==> config.mk <==
export PLATFORM = sky130hd
export DESIGN_NAME = disk_status_report
export DESIGN_NICKNAME = d
export VERILOG_FILES = /design/src/rtl/disk_status_pkg.sv /design/src/rtl/disk_status_report.sv
export SDC_FILE = /design/constraint.sdc
export NUM_CORES = 1
export LEC_CHECK = 0
export BUFFER_PORTS_ARGS = -buffer_cell sky130_fd_sc_hd__buf_2
export CAP_MARGIN = 40
export CORE_UTILIZATION = 55
export CTS_CLUSTER_DIAMETER = 200
export CTS_CLUSTER_SIZE = 30
export DETAILED_ROUTE_END_ITERATION = 6
export PLACE_DENSITY = 0.8
export SYNTH_ARGS = -nofsm -noshare
export SYNTH_HDL_FRONTEND = slang
export SYNTH_SLANG_ARGS = --single-unit
export TNS_END_PERCENT = 1
==> constraint.sdc <==
create_clock -name ref_clk_i -period 2.9 [get_ports ref_clk_i]
set_clock_uncertainty 0.05 [all_clocks]
set_input_delay 0.58 -clock ref_clk_i [delete_from_list [all_inputs] [get_ports ref_clk_i]]
set_output_delay 0.58 -clock ref_clk_i [all_outputs]
set_load 0.005 [all_outputs]
==> src/rtl/disk_status_pkg.sv <==
package disk_status_pkg;

   // ------------------------------------------------------------
   // Status word indices within the cycle-steal status block.
   // ------------------------------------------------------------
   localparam logic [3:0] WORD_CACHE_INFO = 4'h6;
   localparam logic [3:0] WORD_SCAN_INFO = 4'h7;
   localparam logic [3:0] WORD_LAST_BLOCK = 4'h8;
   localparam logic [3:0] WORD_RBA_HIGH = 4'h9;
   localparam logic [3:0] WORD_RBA_LOW = 4'ha;
   localparam logic [3:0] WORD_SENSE_ONE_TWO = 4'hb;
   localparam logic [3:0] WORD_SENSE_THREE = 4'hc;
   localparam logic [3:0] WORD_ATTACH_DIAG = 4'hd;

   // ------------------------------------------------------------
   // Field constants.
   // ------------------------------------------------------------
   localparam logic [7:0] HIT_RATIO_FULL = 8'ha0;
   localparam logic [7:0] HIT_RATIO_CACHE_DEFECT = 8'hbc;
   localparam logic [6:0] HIT_RATIO_MAX = 7'h64;
   localparam int RBA_HIGH_BITS = 5;
   localparam int RBA_BITS = 21;

   // ------------------------------------------------------------
   // Condition codes, value as even/carry/overflow.
   // ------------------------------------------------------------
   localparam logic [2:0] CC_NOT_ATTACHED = 3'h0;
   localparam logic [2:0] CC_BUSY = 3'h1;
   localparam logic [2:0] CC_BUSY_AFTER_RESET = 3'h2;
   localparam logic [2:0] CC_COMMAND_REJECT = 3'h3;
   localparam logic [2:0] CC_PARITY_CHECK = 3'h5;
   localparam logic [2:0] CC_CONTROLLER_BUSY = 3'h6;
   localparam logic [2:0] CC_ACCEPTED = 3'h7;
   localparam logic [2:0] ICC_EXCEPTION = 3'h2;
   localparam logic [2:0] ICC_DEVICE_END = 3'h3;
   localparam logic [2:0] ICC_ATTENTION = 3'h4;
   localparam logic [2:0] ICC_ATTN_EXCEPTION = 3'h6;
   localparam logic [2:0] ICC_ATTN_DEVICE_END = 3'h7;

   // Permitted code masks, bit n set when code n may appear.
   localparam logic [7:0] ALLOW_PREPARE = 8'ha1;
   localparam logic [7:0] ALLOW_RESET = 8'h81;
   localparam logic [7:0] ALLOW_START = 8'he7;

   // Command classes decoded from the immediate command block.
   typedef enum logic [2:0] {
      CMD_PREPARE = 3'h0,
      CMD_DEVICE_RESET = 3'h1,
      CMD_READ_ID = 3'h2,
      CMD_START = 3'h3,
      CMD_INVALID = 3'h7
   } command_e;

   typedef enum logic [1:0] {
      UNIT_IDLE = 2'b01,
      UNIT_BUSY = 2'b10
   } unit_state_e;

   // Operate I/O request from the channel.
   typedef struct packed {
      logic valid;
      command_e command;
      logic [1:0] unit;
      logic [15:0] block_address;
      logic attached;
      logic parity_error;
   } operate_req_s;

   // Cache and scan facts from the controller.
   typedef struct packed {
      logic op_end_int;
      logic data_ready_int;
      logic write_through;
      logic prefetch;
      logic enabled;
      logic used;
      logic total_hit;
      logic cache_diag_done;
      logic [2:0] cache_diag_bits;
      logic cache_defect;
      logic [6:0] hit_percent;
      logic [3:0] scan_flags;
      logic [7:0] scan_count;
   } cache_scan_s;

   // Record address tracking events.
   typedef struct packed {
      logic record_valid;
      logic ecc_invoked;
      logic head_offset;
      logic [RBA_BITS-1:0] relative_block_address;
   } record_event_s;

   // Disk sense and attachment diagnostics.
   typedef struct packed {
      logic sense_valid;
      logic [7:0] sense_one;
      logic [7:0] sense_two;
      logic [7:0] sense_three;
      logic [7:0] wrap_byte;
      logic timeout_check;
      logic [3:0] timeout_detail;
      logic interface_error;
      logic [3:0] interface_detail;
      logic [2:0] failure_path;
      logic [4:0] disabled_pages;
      logic [7:0] error_modifier;
   } diag_event_s;

endpackage

==> src/rtl/disk_status_report.sv <==
`timescale 1ns/1ns
// Summary of operation
// - Cache word bits 0-4: interrupts, cache modes.
// - Bits 5-7: used, hit, installed; else diagnostic.
// - Hit ratio BCD, 100 is a0, defect bc.
// - Scan flags bits 4-7, displacement bits 8-15.
// - Word 8 holds last command block address.
// - 21-bit address split words 9-10, ECC priority.
// - Word 11 holds sense bytes one and two.
// - Sense byte one bits 0-4 servo condition.
// - Sense byte one bits 5-7 crossing, interrupt.
// - Word 12 holds sense three and wrap.
// - Sense byte three fault and unseated bits.
// - Word 12 detail bits under timeout, interface.
// - Word 13: failure path, pages, modifier.
// - Code returned as even, carry, overflow.
// - Code values carry their fixed meanings.
// - Lowest applicable code wins.
// - Codes limited per command class; rejected requests are not limited and may get any applicable code.
// - Busy from accept until interrupt accepted; an accepted device reset also frees the unit.
// - Odd address or bad command rejected.
// - Read command returns the identifier word.
// - Controller busy gives code six.
// - Interrupt codes combine attention and ending.
module disk_status_report
   import disk_status_pkg::*;
#(
   parameter logic [15:0] DEVICE_ID = 16'h0a5c  // Arbitrary identifier value.
) (
   // Clock and reset.
   input wire logic ref_clk_i,
   input wire logic resetn_i,
   // Operate I/O request and answer.
   input wire operate_req_s operate_i,
   input wire logic [3:0] unit_reset_pending_i,
   input wire logic controller_busy_i,
   output logic cc_valid_o,
   output logic [2:0] condition_code_o,
   output logic [15:0] immediate_data_o,
   output logic fetch_block_o,
   // Command completion and interrupts.
   input wire logic op_done_i,
   input wire logic op_exception_i,
   input wire logic op_not_ready_i,
   input wire logic interrupt_ack_i,
   input wire logic ipl_done_i,
   output logic interrupt_req_o,
   output logic [1:0] interrupt_unit_o,
   output logic [2:0] interrupt_cc_o,
   output logic [3:0] unit_busy_o,
   // Status sources.
   input wire cache_scan_s cache_scan_i,
   input wire record_event_s record_i,
   input wire diag_event_s diag_i,
   input wire logic block_used_i,
   input wire logic [15:0] block_used_addr_i,
   // Status word read port.
   input wire logic [3:0] status_index_i,
   output logic [15:0] status_word_o
);

   // ------------------------------------------------------------
   // State.
   // ------------------------------------------------------------
   typedef struct packed {
      unit_state_e [3:0] unit;
      logic [3:0] not_ready_end;
      logic [3:0] ready_seen;
      logic ipl_armed;
      logic cc_valid;
      logic [2:0] cc;
      logic [15:0] imm_data;
      logic fetch;
      logic active;
      logic [1:0] active_unit;
      logic irq;
      logic [1:0] irq_unit;
      logic [2:0] irq_cc;
      logic [15:0] cache_word;
      logic [15:0] scan_word;
      logic [15:0] last_block;
      logic [RBA_BITS-1:0] relative_block_address;
      logic rba_ecc;
      logic rba_offset;
      logic [15:0] sense12;
      logic [15:0] sense3w;
      logic [15:0] attach_diag;
      logic [15:0] word_out;
   } state_s;

   state_s state_r;
   state_s state_nxt;

   // Binary percent to two BCD digits; 100 uses the ten-digit code.
   function automatic logic [7:0] to_bcd(input logic [6:0] pct);
      logic [6:0] tens;
      logic [6:0] ones;
      begin
         tens = 7'h00;
         ones = pct;
         for (int i = 0; i < 10; i++) begin
            if (ones >= 7'h0a) begin
               ones = ones - 7'h0a;
               tens = tens + 7'h01;
            end
         end
         if (pct >= HIT_RATIO_MAX) begin
            to_bcd = HIT_RATIO_FULL;
         end else begin
            to_bcd = {tens[3:0], ones[3:0]};
         end
      end
   endfunction

   // Permitted code mask of each command class.
   function automatic logic [7:0] allowed(input command_e cmd);
      case (cmd)
         CMD_PREPARE, CMD_READ_ID: allowed = ALLOW_PREPARE;
         CMD_DEVICE_RESET: allowed = ALLOW_RESET;
         CMD_START: allowed = ALLOW_START;
         default: allowed = ALLOW_START;
      endcase
   endfunction

   // ------------------------------------------------------------
   // Next state.
   // ------------------------------------------------------------
   always_comb begin
      logic [7:0] apply;
      logic [7:0] ok;
      logic [2:0] code;
      logic reject;
      logic attn;
      state_nxt = state_r;
      apply = 8'h00;
      ok = 8'h00;
      code = CC_ACCEPTED;
      reject = 1'b0;
      attn = 1'b0;
      state_nxt.cc_valid = 1'b0;
      state_nxt.fetch = 1'b0;

      // Operate I/O: collect applicable codes, mask, pick lowest.
      if (operate_i.valid) begin
         reject = operate_i.block_address[0] || operate_i.command == CMD_INVALID;
         apply[0] = !operate_i.attached;
         apply[1] = state_r.unit[operate_i.unit] == UNIT_BUSY;
         apply[2] = unit_reset_pending_i[operate_i.unit];
         apply[3] = reject;
         apply[5] = operate_i.parity_error;
         apply[6] = controller_busy_i && state_r.active
                    && state_r.active_unit != operate_i.unit;
         apply[7] = 1'b1;
         // Drop codes the command may not give; a rejected request keeps every applicable code.
         ok = apply & (reject ? 8'hff : allowed(operate_i.command));
         for (int i = 7; i >= 0; i--) begin
            if (ok[i]) begin
               code = 3'(i);
            end
         end
         // Code value as even, carry, overflow.
         state_nxt.cc = code;
         state_nxt.cc_valid = 1'b1;
         state_nxt.imm_data = 16'h0000;
         if (code == CC_ACCEPTED) begin
            case (operate_i.command)
               CMD_READ_ID: state_nxt.imm_data = DEVICE_ID;
               CMD_PREPARE: state_nxt.ipl_armed = state_r.ipl_armed;
               CMD_DEVICE_RESET: begin
                  state_nxt.ipl_armed = 1'b0;
                  state_nxt.unit[operate_i.unit] = UNIT_IDLE;
               end
               CMD_START: begin
                  state_nxt.unit[operate_i.unit] = UNIT_BUSY;
                  state_nxt.active = 1'b1;
                  state_nxt.active_unit = operate_i.unit;
                  state_nxt.fetch = 1'b1;
               end
               default: state_nxt.fetch = 1'b0;
            endcase
         end
      end

      // Ending interrupt code from exception and attention.
      if (op_done_i && state_r.active && !state_r.irq) begin
         attn = state_r.ready_seen[state_r.active_unit];
         state_nxt.irq = 1'b1;
         state_nxt.irq_unit = state_r.active_unit;
         state_nxt.not_ready_end[state_r.active_unit] = op_not_ready_i;
         state_nxt.ready_seen[state_r.active_unit] = 1'b0;
         if (op_exception_i) begin
            state_nxt.irq_cc = attn ? ICC_ATTN_EXCEPTION : ICC_EXCEPTION;
         end else begin
            state_nxt.irq_cc = attn ? ICC_ATTN_DEVICE_END : ICC_DEVICE_END;
         end
         state_nxt.active = 1'b0;
      end else if (!state_r.irq && state_r.ipl_armed && operate_i.valid
                   && operate_i.command == CMD_PREPARE && code == CC_ACCEPTED) begin
         state_nxt.irq = 1'b1;
         state_nxt.irq_unit = operate_i.unit;
         state_nxt.irq_cc = ICC_ATTENTION;
         state_nxt.ipl_armed = 1'b0;
      end

      // A fresh load wins over the attention clear in the same cycle.
      if (ipl_done_i) begin
         state_nxt.ipl_armed = 1'b1;
      end

      // A unit ending not ready earns attention when it next returns ready.
      for (int u = 0; u < 4; u++) begin
         if (state_r.not_ready_end[u] && !unit_reset_pending_i[u]
             && state_r.unit[u] == UNIT_IDLE) begin
            state_nxt.ready_seen[u] = 1'b1;
            state_nxt.not_ready_end[u] = 1'b0;
         end
      end

      // Acceptance of the interrupt frees the unit.
      if (interrupt_ack_i && state_r.irq) begin
         state_nxt.irq = 1'b0;
         state_nxt.unit[state_r.irq_unit] = UNIT_IDLE;
      end

      state_nxt.cache_word[15:11] = {cache_scan_i.op_end_int, cache_scan_i.data_ready_int,
                                     cache_scan_i.write_through, cache_scan_i.prefetch,
                                     cache_scan_i.enabled};
      if (cache_scan_i.cache_diag_done) begin
         state_nxt.cache_word[10:8] = cache_scan_i.cache_diag_bits;
      end else begin
         state_nxt.cache_word[10:8] = {cache_scan_i.used, cache_scan_i.total_hit, 1'b1};
      end
      // Hit ratio in BCD or defect marker.
      state_nxt.cache_word[7:0] = cache_scan_i.cache_defect ? HIT_RATIO_CACHE_DEFECT
                                  : to_bcd(cache_scan_i.hit_percent);
      state_nxt.scan_word = {4'h0, cache_scan_i.scan_flags, cache_scan_i.scan_count};

      if (block_used_i) begin
         state_nxt.last_block = block_used_addr_i;
      end

      // ECC record beats head offset beats last access.
      // A new start forgets the old markers; a record in that cycle still sets them, but an old ECC marker still blocks a head offset.
      if (state_nxt.fetch) begin
         state_nxt.rba_ecc = 1'b0;
         state_nxt.rba_offset = 1'b0;
      end
      if (record_i.record_valid) begin
         if (record_i.ecc_invoked) begin
            state_nxt.relative_block_address = record_i.relative_block_address;
            state_nxt.rba_ecc = 1'b1;
         end else if (record_i.head_offset && !state_r.rba_ecc) begin
            state_nxt.relative_block_address = record_i.relative_block_address;
            state_nxt.rba_offset = 1'b1;
         end else if (!state_r.rba_ecc && !state_r.rba_offset) begin
            state_nxt.relative_block_address = record_i.relative_block_address;
         end
      end

      if (diag_i.sense_valid) begin
         // Sense one high, sense two low, bits 4-6 zero.
         // Sense byte one passes as coded by the servo.
         state_nxt.sense12 = {diag_i.sense_one, diag_i.sense_two[7:4],
                              3'h0, diag_i.sense_two[0]};
         // Sense three high, bit 5 unused, wrap low.
         state_nxt.sense3w = {diag_i.sense_three[7:3], 1'b0,
                              diag_i.sense_three[1:0], diag_i.wrap_byte};
         // Detail nibbles replace wrap bits when flagged.
         if (diag_i.interface_error) begin
            state_nxt.sense3w[7:4] = diag_i.interface_detail;
         end
         if (diag_i.timeout_check) begin
            state_nxt.sense3w[3:0] = diag_i.timeout_detail;
         end
         state_nxt.attach_diag = {diag_i.failure_path, diag_i.disabled_pages,
                                  diag_i.error_modifier};
      end

      // Registered status word read, bit 0 of the word is the MSB.
      case (status_index_i)
         WORD_CACHE_INFO: state_nxt.word_out = state_r.cache_word;
         WORD_SCAN_INFO: state_nxt.word_out = state_r.scan_word;
         WORD_LAST_BLOCK: state_nxt.word_out = state_r.last_block;
         WORD_RBA_HIGH: state_nxt.word_out =
            {11'h000, state_r.relative_block_address[RBA_BITS-1 -: RBA_HIGH_BITS]};
         WORD_RBA_LOW: state_nxt.word_out = state_r.relative_block_address[15:0];
         WORD_SENSE_ONE_TWO: state_nxt.word_out = state_r.sense12;
         WORD_SENSE_THREE: state_nxt.word_out = state_r.sense3w;
         WORD_ATTACH_DIAG: state_nxt.word_out = state_r.attach_diag;
         default: state_nxt.word_out = 16'h0000;
      endcase
   end

   // ------------------------------------------------------------
   // Registers.
   // ------------------------------------------------------------
   always_ff @(posedge ref_clk_i or negedge resetn_i) begin
      if (!resetn_i) begin
         state_r <= '0;
         state_r.unit <= '{default: UNIT_IDLE};
         state_r.cc <= CC_ACCEPTED;
      end else begin
         state_r <= state_nxt;
      end
   end

   // Outputs.
   assign cc_valid_o = state_r.cc_valid;
   assign condition_code_o = state_r.cc;
   assign immediate_data_o = state_r.imm_data;
   assign fetch_block_o = state_r.fetch;
   assign interrupt_req_o = state_r.irq;
   assign interrupt_unit_o = state_r.irq_unit;
   assign interrupt_cc_o = state_r.irq_cc;
   assign status_word_o = state_r.word_out;
   always_comb begin
      for (int u = 0; u < 4; u++) begin
         unit_busy_o[u] = state_r.unit[u] == UNIT_BUSY;
      end
   end

endmodule

==> results.toml <==
[sta]
drv_slew = 0
tns_ns = -62.71
setup_slack_ns = -9.057
hold_violations = 0
worst_pin_slew_ns = 0.6367
finalCriticalPeriod_ns = 11.96
relSlewSlack_pct = 57.55
grt_setup_unrepaired = "true"
setup_violations = 7
fmax_mhz = 83.63
hold_slack_ns = 0.06048
period_share_pct = 412.3

[die]
ios = 218
core-area_mm2 = 0.01802
fp.dieArea_mm2 = 0.01898
die_x_um = 137.8
placementRows = 49
die_h_um = 137.8
initial_core_util_pct = 56.23

[clock_network]
postCtsHoldBufs = 0
cts_sinks = 159
htreeDepth = 4
clock_path_buffers = 2
path_clk_slew_ns = 0.07
clock_latency_ns = 0.43
cts.root.buffer_cell = "clkbuf_16"
cts_tree = "done"
cts_buffers = 17

[synth]
ys_ff_latch = 159
yosysWarnings = 0
ys_seq_area_share_pct = 39.34
ys_async_sr_fraction_pct = 100.0
syn_area_mm2 = 0.01014
synth_area_leader_cell = "dfrtp_1"
syn_area_per_cell_um2 = 9.869
synth_cells = 1027
synth_edf_count = 0
ys_top_cells_by_area = "dfrtp_1 (38%), mux2_2 (9.9%), buf_4 (3.3%), nand2_1 (3.0%), a21oi_1 (2.6%)"
synth_top_area_share_pct = 37.53
synthFlopType = "dfrtp_1"
ys_types = 100

[worst_setup_path]
startpoint_type = "input pin"
path_max_fanout = 6
max_stage_delay_ns = 0.56
worstSetupEndpointType = "flop"
crit_required_ns = 3.15
critPathKind = "input pin to flop"
slowest_stage = "or4b_1"
cp.arrival_ns = 12.21

[placed_design]
gp_congestion = 0.9349
port_buffers = 188
dp_hpwl_mm = 23.39
pre_cts_slack_ns = -9.792

[global_route]
top_usage_layer = "met2"
track_usage_pct = 35.58
grt_pass1_wl_mm = 51.14
grt_max_degree = 59
gr-total-overflow = 0
met2_usage_pct = 61.17
grt_pass1_vias = 10070
antenna_found_initial = 9
met3_usage_pct = 12.10
grt.met1_usage_pct = 39.72

[layout]
final_util_pct = 75.20
syn_to_final_growth_pct = 33.72
layout-drive-gt1-share_pct = 45.68
nNetsFinal = 1591

[outcome]
violations = "setup timing"
status = "complete, but fails checks"

[detailed_routing]
drc = 0
wl_mm = 33.15
dr.pass1.iters = 6
via_per_inst = 6.147
drtIter0Drc = 1005
routedWlPerCell_um = 20.06
ant_nets = 0
num_vias = 10160

[job]
cap_violations = 0

[min_path]
hold_path.class = "input pin to asynchronous set/reset pin"
cell usage in the layout, fill, tap and decap left out, types with 15 or more instances in the layout:
cell,instances
nor2_1,58
mux2i_1,20
mux2_2,88
ha_1,17
nor3_1,24
nand2b_1,18
a21oi_1,50
buf_2,187
xnor2_1,16
a22oi_1,28
buf_4,234
nand2_1,76
o21ai_0,42
a222oi_1,15
inv_1,29
clkbuf_16,17
nand3_1,29
dfrtp_1,152
worst max-delay path: cells and delay by family:
family / cells / cell delay [ns]
adders and majority gates: 9 / 1.62
AOI/OAI and AO/OA: 22 / 3.89
buffers and inverters: 14 / 1.33
xor gates and xnor gates: 1 / 0.17
muxes: 3 / 0.61
and+or+nand+nor: 24 / 3.96
cell usage after synthesis, drive strengths merged, types with 8 or more instances:
cell,count
nand2b,19
dfrtp,152
nor2,63
nor3,31
inv,34
xor2,11
buf,49
a21oi,53
xnor2,20
nand3,30
a222oi,15
a31oi,11
a21o,8
o21a,9
o21ai,58
mux2i,21
clkbuf,32
nand2,82
o211ai,12
a211oi,11
mux2,91
nand3b,8
ha,21
nor2b,14
a22oi,31
metal layers:
metal  share of wire [%]  vias up
li1                    -     4529
met3                 9.2      123
met1                  37     4921
met2                  51      588
met5                   0        -
met4                 3.6        0
final timing paths:
kind | from | end | slack, ns | depth (start not counted)
setup / recovery | cache_scan_i[13] | state_r[126] | -9.06 | 73
hold / removal | resetn_i | cc_valid_o | 0.06 | 1
min in group ref_clk_i | cache_scan_i[26] | state_r[130] | 0.20 | 1
setup reg to reg | state_r[176] | interrupt_unit_o[0] | 0.09 | 12
hold reg to reg | state_r[65] | state_r[64] | 0.42 | 1
max in group asynchronous | resetn_i | state_r[176] | 1.93 | 2
cells by family (layout without fill, tap and decap cells):
kind of cell,count (synthesis),after routing,share of synthesized area (%)
adder cells (fa/ha/maj),21,21,2.592
buffers and inverters,115,491,6.036
XOR/XNOR,31,31,2.827
other,1,22,0.03700
flip-flops,159,159,39.34
multiplexers,115,115,12.89
AO/OA/AOI/OAI,286,286,21.31
AND/OR/NAND/NOR,299,299,14.97
sequential cells by signal, indices dropped and copies added (netlist names), 2 cells and up:
name              cells
interrupt_unit_o      2
interrupt_cc_o        3
state_r             131
status_word_o        16
condition_code_o      3
through the flow:
stage          area, µm²  instances
2_1_floorplan      10350       1036
3_3_place_gp       12820       1600
3_5_place_dp       12840       1602
4_1_cts            13500       1640
5_1_grt            13530       1645
6_report           13550       1653
timing repair:
action                     4_1_cts  5_1_grt
resized for setup               11        4
pin swaps                       17        1
setup endpoints to repair       10       11
hold endpoints to repair         0        0
buffers inserted                 6        1
layout make-up:
class / count / area, µm²
repair buffers: 425 / 2746
fillers: 1184 / 4471
clock inverters: 14 / 160.2
diodes: 12 / 30.03
inverters: 34 / 127.6
flip-flops and latches: 159 / 3988
multi-input cells: 762 / 5787
well taps: 229 / 286.5
clock buffers: 18 / 429.2
Power is left out: the tool's default activity adds up to more than one toggle a clock period on the data nets, which glitch-free logic cannot reach.
